### src/rtl/pwr_mode_pkg.sv
// Package for the halt, wake-up and operating mode controller
// Assumes a single 10 MHz clock and an APB register port
package pwr_mode_pkg;
	// ==========================================
	// Register offsets (byte addresses)
	localparam logic [11:0] CLKCTL_OFF = 12'h000; // System clock control
	localparam logic [11:0] FOSC_OFF = 12'h004; // Fast oscillator control
	localparam logic [11:0] WAKE_OFF = 12'h008; // Port A wake enables
	localparam logic [11:0] STAT_OFF = 12'h00c; // Status flags and mode
	// ==========================================
	// Field positions in the clock control word
	localparam int SEL_LSB = 5; // Clock select, bits 7..5
	localparam int SRC_BIT = 2; // Slow source select
	localparam int FKEEP_BIT = 1; // Fast keep in halt
	localparam int SKEEP_BIT = 0; // Slow keep in halt
	// Field positions in the fast oscillator word
	localparam int FSTAB_BIT = 1; // Stable flag
	localparam int FEN_BIT = 0; // Enable
	// Field positions in the status word
	localparam int PD_BIT = 0; // Power-down flag
	localparam int TOUT_BIT = 1; // Time-out flag
	localparam int MODE_LSB = 4; // Operating mode, bits 6..4
	// ==========================================
	// Reset values
	localparam logic [2:0] SEL_RST = 3'h0;
	localparam logic FEN_RST = 1'b1;
	localparam logic [2:0] SEL_SLOW = 3'h7; // Code that picks the slow clock
	// ==========================================
	// Timing: fast oscillator start-up
	localparam int CLK_HZ = 10_000_000;
	localparam int FOSC_START_US = 16; // Start-up time in microseconds
	localparam int FOSC_START_CYC = (FOSC_START_US * (CLK_HZ / 1_000_000));
	// ==========================================
	// Operating modes
	typedef enum logic [2:0] {
		M_FAST = 3'b000,
		M_SLOW = 3'b001,
		M_SLEEP = 3'b010,
		M_IDLE0 = 3'b011,
		M_IDLE1 = 3'b100,
		M_IDLE2 = 3'b101,
		M_WAKE = 3'b110
	} pmode_t;
endpackage

### src/rtl/power_mode_halt_wakeup_control.sv
// Halt, wake-up and clock mode controller with an APB register port
// Assumes halt, clear-watchdog and interrupt strobes from the core on clk
// What this block does
// - Codes 000-110 select fast clock divided
// - Halt with both keeps low: sleep
// - Fast keep 0, slow keep 1: idle0
// - Both keeps high: idle1, clocks run
// - Fast keep 1, slow keep 0: idle2
// - Halt stops core, state preserved
// - Halt sets power-down, clears time-out
// - Halt clears watchdog, runs if enabled
// - Wake to fast waits stable flag
// - Only port edge, interrupt, watchdog wake
// - Power-down cleared by reset, clear-watchdog
// - Watchdog wake sets time-out, resets PC/SP
// - Per-pin wake enable, resume after halt
// - Disabled interrupt wake resumes, stays pending
// - Enabled interrupt with free stack vectors
// - Interrupts pending at halt cannot wake
// - Peripherals follow the system clock source
// - Start on fast stable, not slow crystal
// - Source select: 0 RC, 1 crystal
// - Code 111 selects slow clock when stable
// - Fast enable clears then sets stable
//
// The implementer's own choices: the register offsets and the APB slave port.
module power_mode_halt_wakeup_control
	import pwr_mode_pkg::*;
#(
	parameter int PA_W = 8, // Port A width
	parameter int IRQ_W = 8, // Interrupt source count
	parameter int START_CYC = FOSC_START_CYC // Fast oscillator start-up cycles
) (
	input wire logic clk,
	input wire logic rst_n,
	input wire logic psel,
	input wire logic penable,
	input wire logic pwrite,
	input wire logic [11:0] paddr,
	input wire logic [31:0] pwdata,
	output logic [31:0] prdata,
	output logic pready,
	output logic pslverr,
	input wire logic halt_exec,
	input wire logic clr_wdt_exec,
	input wire logic wdt_enable,
	input wire logic wdt_overflow,
	input wire logic [IRQ_W-1:0] irq_req,
	input wire logic [IRQ_W-1:0] irq_en,
	input wire logic stack_full,
	input wire logic slow_osc_stable,
	input wire logic [PA_W-1:0] port_a_pin,
	output logic cpu_run,
	output logic core_hold,
	output logic wdt_clear,
	output logic wdt_run,
	output logic pc_sp_reset,
	output logic irq_take,
	output logic fast_osc_on,
	output logic slow_osc_on,
	output logic slow_src_crystal,
	output logic sys_clk_slow,
	output logic [2:0] fast_div_sel,
	output logic periph_clk_slow
);
	// ==========================================
	// Registers
	logic [2:0] sysclk_select_q; // Clock select field
	logic slow_clock_source_select_q; // Slow source
	logic fast_osc_keep_in_halt_q; // Fast keep bit
	logic slow_osc_keep_in_halt_q; // Slow keep bit
	logic fast_osc_enable_q; // Fast oscillator enable
	logic fast_osc_stable_flag_q; // Fast stable flag
	logic [PA_W-1:0] port_a_wake_enable_q; // Wake enables
	logic power_down_flag_q; // Power-down flag
	logic watchdog_timeout_flag_q; // Time-out flag
	pmode_t mode_q; // Present operating mode
	logic [IRQ_W-1:0] irq_armed_q; // Interrupts allowed to wake
	logic [31:0] start_cnt_q; // Start-up counter
	logic slow_active_q; // Slow clock actually in use
	logic [PA_W-1:0] pa_s1_q; // Pin sync stage 1
	logic [PA_W-1:0] pa_s2_q; // Pin sync stage 2
	logic [PA_W-1:0] pa_s3_q; // Previous synced level
	logic pc_sp_reset_q; // Watchdog wake pulse
	logic irq_take_q; // Interrupt response pulse
	logic [31:0] prdata_q; // Read data
	logic wr_en; // APB write strobe
	logic halted; // In sleep or idle
	logic pin_wake; // Enabled falling edge
	logic irq_wake; // Armed interrupt
	logic irq_serviceable; // Waking interrupt can vector
	logic wake_ev; // Any wake-up source
	logic fast_en_rise; // Enable write 0 to 1

	// Single-cycle APB slave, no wait states
	assign pready = 1'b1;
	assign pslverr = 1'b0;
	assign wr_en = psel && penable && pwrite;
	assign halted = (mode_q == M_SLEEP) || (mode_q == M_IDLE0) || (mode_q == M_IDLE1) || (mode_q == M_IDLE2);

	// ==========================================
	// Clock control and wake enable register writes
	always_ff @(posedge clk) begin
		if (!rst_n) begin
			sysclk_select_q <= SEL_RST;
			slow_clock_source_select_q <= 1'b0;
			fast_osc_keep_in_halt_q <= 1'b0;
			slow_osc_keep_in_halt_q <= 1'b0;
			port_a_wake_enable_q <= '0;
		end else if (wr_en) begin
			if (paddr == CLKCTL_OFF) begin
				sysclk_select_q <= pwdata[SEL_LSB+:3];
				slow_clock_source_select_q <= pwdata[SRC_BIT];
				fast_osc_keep_in_halt_q <= pwdata[FKEEP_BIT];
				slow_osc_keep_in_halt_q <= pwdata[SKEEP_BIT];
			end
			if (paddr == WAKE_OFF) begin
				port_a_wake_enable_q <= pwdata[PA_W-1:0];
			end
		end
	end

	// ==========================================
	// Fast oscillator enable
	assign fast_en_rise = wr_en && (paddr == FOSC_OFF) && pwdata[FEN_BIT] && !fast_osc_enable_q;
	always_ff @(posedge clk) begin
		if (!rst_n) begin
			fast_osc_enable_q <= FEN_RST;
		end else if (wr_en && (paddr == FOSC_OFF)) begin
			fast_osc_enable_q <= pwdata[FEN_BIT];
		end
	end

	// Oscillator runs if enabled and not stopped by halt mode
	assign fast_osc_on = fast_osc_enable_q && !(mode_q == M_SLEEP || mode_q == M_IDLE0);
	assign slow_osc_on = !(mode_q == M_SLEEP || mode_q == M_IDLE2);

	// ==========================================
	// Stable flag: cleared on start, set after start-up count
	always_ff @(posedge clk) begin
		if (!rst_n) begin
			start_cnt_q <= '0;
			fast_osc_stable_flag_q <= 1'b0;
		end else if (!fast_osc_on || fast_en_rise) begin
			start_cnt_q <= '0;
			fast_osc_stable_flag_q <= 1'b0;
		end else if (start_cnt_q < START_CYC - 1) begin
			start_cnt_q <= start_cnt_q + 32'h0000_0001;
		end else begin
			fast_osc_stable_flag_q <= 1'b1;
		end
	end

	// ==========================================
	// Port A pin synchroniser and falling edge
	always_ff @(posedge clk) begin
		if (!rst_n) begin
			pa_s1_q <= '1;
			pa_s2_q <= '1;
			pa_s3_q <= '1;
		end else begin
			pa_s1_q <= port_a_pin;
			pa_s2_q <= pa_s1_q;
			pa_s3_q <= pa_s2_q;
		end
	end
	assign pin_wake = |(port_a_wake_enable_q & pa_s3_q & ~pa_s2_q);

	// ==========================================
	// Interrupts pending at halt lose wake-up ability
	always_ff @(posedge clk) begin
		if (!rst_n) begin
			irq_armed_q <= '0;
		end else if (halt_exec && !halted) begin
			irq_armed_q <= ~irq_req;
		end
	end
	assign irq_wake = |(irq_req & irq_armed_q);
	assign irq_serviceable = |(irq_req & irq_armed_q & irq_en) && !stack_full;
	assign wake_ev = pin_wake || irq_wake || wdt_overflow;

	// ==========================================
	// Operating mode state machine
	always_ff @(posedge clk) begin
		if (!rst_n) begin
			mode_q <= M_WAKE;
		end else begin
			unique case (mode_q)
				M_FAST, M_SLOW: begin
					if (halt_exec) begin
						// Keep bits taken at the halt itself
						unique case ({fast_osc_keep_in_halt_q, slow_osc_keep_in_halt_q})
							2'b00: mode_q <= M_SLEEP;
							2'b01: mode_q <= M_IDLE0;
							2'b11: mode_q <= M_IDLE1;
							2'b10: mode_q <= M_IDLE2;
						endcase
					end else if (slow_active_q) begin
						mode_q <= M_SLOW;
					end else begin
						mode_q <= M_FAST;
					end
				end
				M_SLEEP, M_IDLE0, M_IDLE1, M_IDLE2: begin
					if (wake_ev) begin
						mode_q <= M_WAKE;
					end
				end
				M_WAKE: begin
					// Resume once selected clock is usable
					if (sysclk_select_q == SEL_SLOW) begin
						if (slow_osc_stable) begin
							mode_q <= M_SLOW;
						end
					end else if (fast_osc_stable_flag_q) begin
						mode_q <= M_FAST;
					end
				end
				default: mode_q <= M_WAKE;
			endcase
		end
	end
	assign cpu_run = (mode_q == M_FAST) || (mode_q == M_SLOW);
	assign core_hold = !cpu_run;

	// ==========================================
	// Clock source: goes slow once slow oscillator stable, stays slow until select code changes
	always_ff @(posedge clk) begin
		if (!rst_n) begin
			slow_active_q <= 1'b0;
		end else if (sysclk_select_q != SEL_SLOW) begin
			slow_active_q <= 1'b0;
		end else if (slow_osc_stable) begin
			slow_active_q <= 1'b1;
		end
	end
	always_ff @(posedge clk) begin
		if (!rst_n) begin
			sys_clk_slow <= 1'b0;
			fast_div_sel <= SEL_RST;
			slow_src_crystal <= 1'b0;
			periph_clk_slow <= 1'b0;
		end else begin
			sys_clk_slow <= slow_active_q;
			fast_div_sel <= (sysclk_select_q == SEL_SLOW) ? fast_div_sel : sysclk_select_q;
			slow_src_crystal <= slow_clock_source_select_q;
			periph_clk_slow <= slow_active_q;
		end
	end

	// ==========================================
	// Status flags
	always_ff @(posedge clk) begin
		if (!rst_n) begin
			power_down_flag_q <= 1'b0;
			watchdog_timeout_flag_q <= 1'b0;
		end else if (halt_exec && cpu_run) begin
			power_down_flag_q <= 1'b1;
			watchdog_timeout_flag_q <= 1'b0;
		end else begin
			if (clr_wdt_exec && cpu_run) begin
				power_down_flag_q <= 1'b0;
			end
			if (halted && wdt_overflow) begin
				watchdog_timeout_flag_q <= 1'b1;
			end
		end
	end
	assign wdt_clear = halt_exec && cpu_run;
	assign wdt_run = wdt_enable;

	// ==========================================
	// Wake-up response pulses
	always_ff @(posedge clk) begin
		if (!rst_n) begin
			pc_sp_reset_q <= 1'b0;
			irq_take_q <= 1'b0;
		end else begin
			pc_sp_reset_q <= halted && wdt_overflow;
			irq_take_q <= halted && !wdt_overflow && irq_serviceable;
		end
	end
	assign pc_sp_reset = pc_sp_reset_q;
	assign irq_take = irq_take_q;

	// ==========================================
	// APB read data
	always_ff @(posedge clk) begin
		if (!rst_n) begin
			prdata_q <= 32'h0000_0000;
		end else if (psel && !penable && !pwrite) begin
			prdata_q <= 32'h0000_0000;
			unique case (paddr)
				CLKCTL_OFF: prdata_q <= {24'h00_0000, sysclk_select_q, 2'b00, slow_clock_source_select_q,
					fast_osc_keep_in_halt_q, slow_osc_keep_in_halt_q};
				FOSC_OFF: prdata_q <= {30'h0000_0000, fast_osc_stable_flag_q, fast_osc_enable_q};
				WAKE_OFF: prdata_q[PA_W-1:0] <= port_a_wake_enable_q;
				STAT_OFF: prdata_q <= {25'h000_0000, mode_q, 2'b00, watchdog_timeout_flag_q, power_down_flag_q};
				default: prdata_q <= 32'h0000_0000;
			endcase
		end
	end
	assign prdata = prdata_q;

	// ==========================================
	// Checks
	property p_halt_sets_pd;
		@(posedge clk) disable iff (!rst_n) (halt_exec && cpu_run) |=> (power_down_flag_q && !watchdog_timeout_flag_q);
	endproperty
	a_halt_sets_pd: assert property (p_halt_sets_pd) else $error("halt did not set pd");
	property p_sleep_entry;
		@(posedge clk) disable iff (!rst_n)
			(halt_exec && cpu_run && !fast_osc_keep_in_halt_q && !slow_osc_keep_in_halt_q) |=> (mode_q == M_SLEEP);
	endproperty
	a_sleep_entry: assert property (p_sleep_entry) else $error("no sleep entry");
	property p_idle0;
		@(posedge clk) disable iff (!rst_n) (mode_q == M_IDLE0) |-> (!fast_osc_on && slow_osc_on);
	endproperty
	a_idle0: assert property (p_idle0) else $error("idle0 clocks wrong");
	property p_idle1;
		@(posedge clk) disable iff (!rst_n)
			(halt_exec && cpu_run && fast_osc_keep_in_halt_q && slow_osc_keep_in_halt_q) |=> (mode_q == M_IDLE1);
	endproperty
	a_idle1: assert property (p_idle1) else $error("no idle1 entry");
	property p_idle2;
		@(posedge clk) disable iff (!rst_n) (mode_q == M_IDLE2) |-> !slow_osc_on;
	endproperty
	a_idle2: assert property (p_idle2) else $error("idle2 slow clock on");
	property p_hold;
		@(posedge clk) disable iff (!rst_n) (halted && !wake_ev) |=> (core_hold && $stable(mode_q));
	endproperty
	a_hold: assert property (p_hold) else $error("core runs while halted");
	property p_wake_fast;
		@(posedge clk) disable iff (!rst_n)
			($past(mode_q) == M_WAKE && mode_q == M_FAST) |-> $past(fast_osc_stable_flag_q);
	endproperty
	a_wake_fast: assert property (p_wake_fast) else $error("ran before stable");
	property p_wdt_wake;
		@(posedge clk) disable iff (!rst_n)
			(halted && wdt_overflow) |=> (pc_sp_reset && watchdog_timeout_flag_q && mode_q == M_WAKE);
	endproperty
	a_wdt_wake: assert property (p_wdt_wake) else $error("wdt wake wrong");
	property p_pd_clear;
		@(posedge clk) disable iff (!rst_n) ($fell(power_down_flag_q)) |-> $past(clr_wdt_exec);
	endproperty
	a_pd_clear: assert property (p_pd_clear) else $error("pd cleared wrongly");
	property p_stable_clear;
		@(posedge clk) disable iff (!rst_n) fast_en_rise |=> !fast_osc_stable_flag_q;
	endproperty
	a_stable_clear: assert property (p_stable_clear) else $error("stable not cleared");
	property p_wake_src;
		@(posedge clk) disable iff (!rst_n) (halted && wake_ev) |=> (mode_q == M_WAKE);
	endproperty
	a_wake_src: assert property (p_wake_src) else $error("wake source ignored");
	property p_pin_wake;
		@(posedge clk) disable iff (!rst_n)
			(halted && pin_wake && !wdt_overflow) |=> (mode_q == M_WAKE && !pc_sp_reset);
	endproperty
	a_pin_wake: assert property (p_pin_wake) else $error("pin edge wake wrong");
	property p_irq_take;
		@(posedge clk) disable iff (!rst_n)
			(halted && !wdt_overflow && irq_serviceable) |=> (irq_take && mode_q == M_WAKE);
	endproperty
	a_irq_take: assert property (p_irq_take) else $error("no interrupt response");
	property p_irq_masked;
		@(posedge clk) disable iff (!rst_n)
			(halted && !pin_wake && !wdt_overflow && !(|(irq_req & irq_armed_q))) |=> (halted && !irq_take);
	endproperty
	a_irq_masked: assert property (p_irq_masked) else $error("disarmed interrupt woke");
	property p_slow_switch;
		@(posedge clk) disable iff (!rst_n)
			$rose(slow_active_q) |-> ($past(slow_osc_stable) && ($past(sysclk_select_q) == SEL_SLOW));
	endproperty
	a_slow_switch: assert property (p_slow_switch) else $error("slow clock before stable");
	property p_slow_resume;
		@(posedge clk) disable iff (!rst_n)
			(mode_q == M_WAKE && sysclk_select_q == SEL_SLOW) |=> (mode_q != M_FAST);
	endproperty
	a_slow_resume: assert property (p_slow_resume) else $error("woke into wrong clock");
endmodule

### config.mk
export PLATFORM = sky130hd
export DESIGN_NAME = power_mode_halt_wakeup_control
export DESIGN_NICKNAME = d
export VERILOG_FILES = /design/src/rtl/pwr_mode_pkg.sv /design/src/rtl/power_mode_halt_wakeup_control.sv
export SDC_FILE = /design/constraint.sdc
export NUM_CORES = 1
export LEC_CHECK = 0
export CORE_MARGIN = 2
export CORE_UTILIZATION = 29
export CTS_CLUSTER_DIAMETER = 120
export CTS_CLUSTER_SIZE = 14
export DETAILED_ROUTE_END_ITERATION = 8
export DONT_BUFFER_PORTS = 1
export GPL_TIMING_DRIVEN = 1
export PLACE_DENSITY_LB_ADDON = 0.15
export SLEW_MARGIN = 20
export SYNTH_ARGS = -nofsm -noshare
export SYNTH_HDL_FRONTEND = slang
export SYNTH_SLANG_ARGS = --single-unit
### constraint.sdc
create_clock -name clk -period 2.5 [get_ports clk]
set_input_delay 0.5 -clock clk [delete_from_list [all_inputs] [get_ports clk]]
set_output_delay 0.5 -clock clk [all_outputs]
set_load 0.005 [all_outputs]
==> impl_results.md <==
- Vias per inst: 4.570
- Clock sinks: 101
- Die height: 121.4 um
- Area share of the largest cell type after synthesis: 0.5058
- Max Root-Sink Buffers: 2
- Adder-cell share of the synthesized area: 0.01565
- Arr. time, crit path: 2310 ps
- Post-DR wirelength/cell: 13.96 um
- Fin Clk Skew: 8.063 ps
- CTS tree: yes
- Gr ovfl total: 0
- Slowest stage cell, crit path: dfxtp_1
- Full die area: 14740 um2
- Setup bufs post-CTS: 0
- TritonRoute pass-1 iters: 4
- Maximum vdd ir drop: 0.3377 mV
- Share of cells above drive strength 1: 0.05828
- CTS root buffer: clkbuf_16
- Ant. Diodes: 0
- Tightest Pin Transition: 921.8 ps
- Crit-path cells: xor2_1, nand4_1, or3_1, or2_0, o31a_1
- Post-synthesis compound-gate area fraction: 0.09640
- Power share of the combinational group: 0.030
- CP bufs+invs: 0
- Final hold viol count: 0
- Register bit total from synthesis: 101
- Hold depth: 1
- Pin count of the biggest net entering global routing: 61
- Cell Int Power: 2.342 mW
- Vias in the first global route: 2565
- Met3 wire length: 502 um
- CP Launch Type: flop
- Status: finished, final reports clean
- Leakage: 1.602 nW
- Final min period: 2072 ps
- Final period util: 0.8287
- Worst-Skew Late Latency: 350 ps
- Most frequent cell after synthesis: dfxtp_1
- Post-route ant nets: 0
- Post-synth top flop: dfxtp_1
- Post-synthesis async set-or-reset flop share: 0
- DRT met1 WL: 4.107 mm
- CTS Buf Count: 9
- Final setup margin: 428.3 ps
- RSZ-0062 raised after global routing: no
- Mapped Area: 3998 um2
- Post-synthesis sequential area ratio: 0.5058
- DRC viols: 0
- Number of synthesized flops with an enable pin: 0
- Psw: 643.7 uW
- H-tree Lvls: 3
- Overall routing resource usage: 0.1214
- Nets@finish: 509
- Met2 routed WL: 3.707 mm
- # rows: 42
- Slew Limit Headroom: 0.3832
- Area grow syn2layout: 7.480%
- Hold Slack: 218.6 ps
- Netlist cell types: 46
- Syn avg cell area: 9.190 um2
- GPL Wtd Cong: 0.7789
- Initial drt markers: 148
- Post-CTS resize count: 0
- Max Freq: 482.7 MHz
- Port Buffer Count: 0
- Largest family of logic cells by synthesized area: simple AND/OR/NAND/NOR gates
- Synthesized instance count: 435
- Fillers: 1402
- Post-synthesis xor/xnor area fraction: 0.008764
- Worst r2r src: mode_q[1]
- First-pass GRT wire length: 13.72 mm
- Class of the worst hold path: input pin to flop
- WS Path Type: flop to flop
- Setup-failing EPs final: 0
- Post-synthesis simple-gate area fraction: 0.2520
- Area contributors post-synth: dfxtp_1 51%, buf_4 5.3%, and2_1 4.1%
- Yosys top cell by area: dfxtp_1
- DP Worst Slack: 345.5 ps
- # hold bufs at CTS: 0
- Ys Warns: 0
- Reg2Reg Depth: 5
- R2R Setup Slk: 430 ps
- Delay-heaviest family, CP: simple AND/OR/NAND/NOR gates
- Total power after layout: 2.986 mW
- Sw Share: 0.2156
- Worst EP required: 2730 ps
- Max Transition Viols Final: 0
- Reg power frac: 0.554
- Core area: 13350 um2
- Via count: 2765
- Max stage delay on crit path: 480 ps
- Die Wd: 121.4 um
- Ports: 127
- Pwr Density: 695.0 nW/um2
- Multiplexer area fraction after synthesis: 0.03443
- Initial antenna violation count: 0
- Worst R2R End: mode_q[2]
- Dpl hpwl: 5.978 mm
- Routed WL: 8.445 mm
- Initial core utilization: 0.2995
- CP Max Fanout: 7
- Most frequent cells after synthesis: 101 x dfxtp_1, 35 x nor2_1, 31 x nand2_1, 28 x buf_4, 28 x nand3_1
- Clock share of power: 0.417
- HP Start: wdt_overflow
- Max Used Layer: met4
- Max cap viols: 0
- CTS clock-pin slew for the worst setup and hold paths: 70 ps
- Worst Hold Endpoint: irq_take
- Setup TNS: 0 ps
- Endpoint type of the worst setup path: flop
==> power groups by stage <==
stage | sequential, mW | clock (mW) | combinational [mW]
final | 1.65 | 1.24 | 0.0883
after global routing | 1.65 | 1.38 | 0.104
after CTS | 1.65 | 1.31 | 0.0889
after detailed placement | 1.69 | 0 | 0.0887
after global placement | 1.69 | 0 | 0.0872
after floorplan | 1.68 | 0 | 0.123
==> sequential cells by signal (all words and copies together) (netlist names), 3 cells and up <==
name and flops:
start_cnt_q 32, mode_q 3, prdata 8, pa_s2_q 8, pa_s1_q 8, fast_div_sel 3, pa_s3_q 8, irq_armed_q 8
sysclk_select_q 3, port_a_wake_enable_q 8
==> cells in the final DEF (no fill, tap or decap), types with 5 or more instances in the layout <==
cell / instances
ha_1: 5
nor4_1: 16
a21oi_1: 17
nand4_1: 6
nand2_1: 31
o21ai_0: 15
nand3_1: 28
mux2i_1: 7
dfxtp_1: 101
conb_1: 26
nand2b_1: 25
a31oi_1: 5
and2_1: 26
clkbuf_16: 9
a211oi_1: 9
inv_1: 13
nor2_1: 35
==> cells by family after synthesis <==
| family | Yosys count |
|---|---|
| AO/OA/AOI/OAI | 62 |
| XOR/XNOR | 4 |
| adder cells (fa/ha/maj) | 5 |
| buffers and inverters | 60 |
| flip-flops | 101 |
| multiplexers | 11 |
| other | 2 |
| AND/OR/NAND/NOR | 190 |
==> how the worst max path moves through the flow <==
stage	startpoint	to	slack, ps	cells after the start
2_1_floorplan	paddr[7]	port_a_wake_enable_q[7]	590	7
3_5_place_dp	paddr[7]	port_a_wake_enable_q[6]	350	5
3_3_place_gp	paddr[7]	port_a_wake_enable_q[6]	390	5
6_report	mode_q[1]	mode_q[2]	430	5
5_1_grt	mode_q[1]	mode_q[2]	280	5
4_1_cts	mode_q[1]	mode_q[2]	390	5
==> stage by stage <==
step	cell area, um2	std cells	utilization
detailed placement	4038	590	0.3025
global placement	4038	590	0.3025
floorplan	4088	459	-
finish	4297	605	0.3219
CTS	4297	605	0.3219
global route	4297	605	0.3219
==> per-layer routing <==
layer,track usage,vias up
met5,0,-
met4,0.04310,0
met3,0.04981,8
met2,0.1801,73
met1,0.1583,1258
li1,-,1426
==> area by class of cell <==
type / instances / area (um2) / share of cell area
clock buffer: 11 / 232.7 / 0.05416
clock inverter: 4 / 26.28 / 0.006115
tap: 176 / 220.2 / 0.05125
inverter: 13 / 48.80 / 0.01136
timing repair buffer: 2 / 15.01 / 0.003494
sequential: 101 / 2022 / 0.4706
multi-input combinational: 298 / 1732 / 0.4030
(Power assumes the default switching activity.)
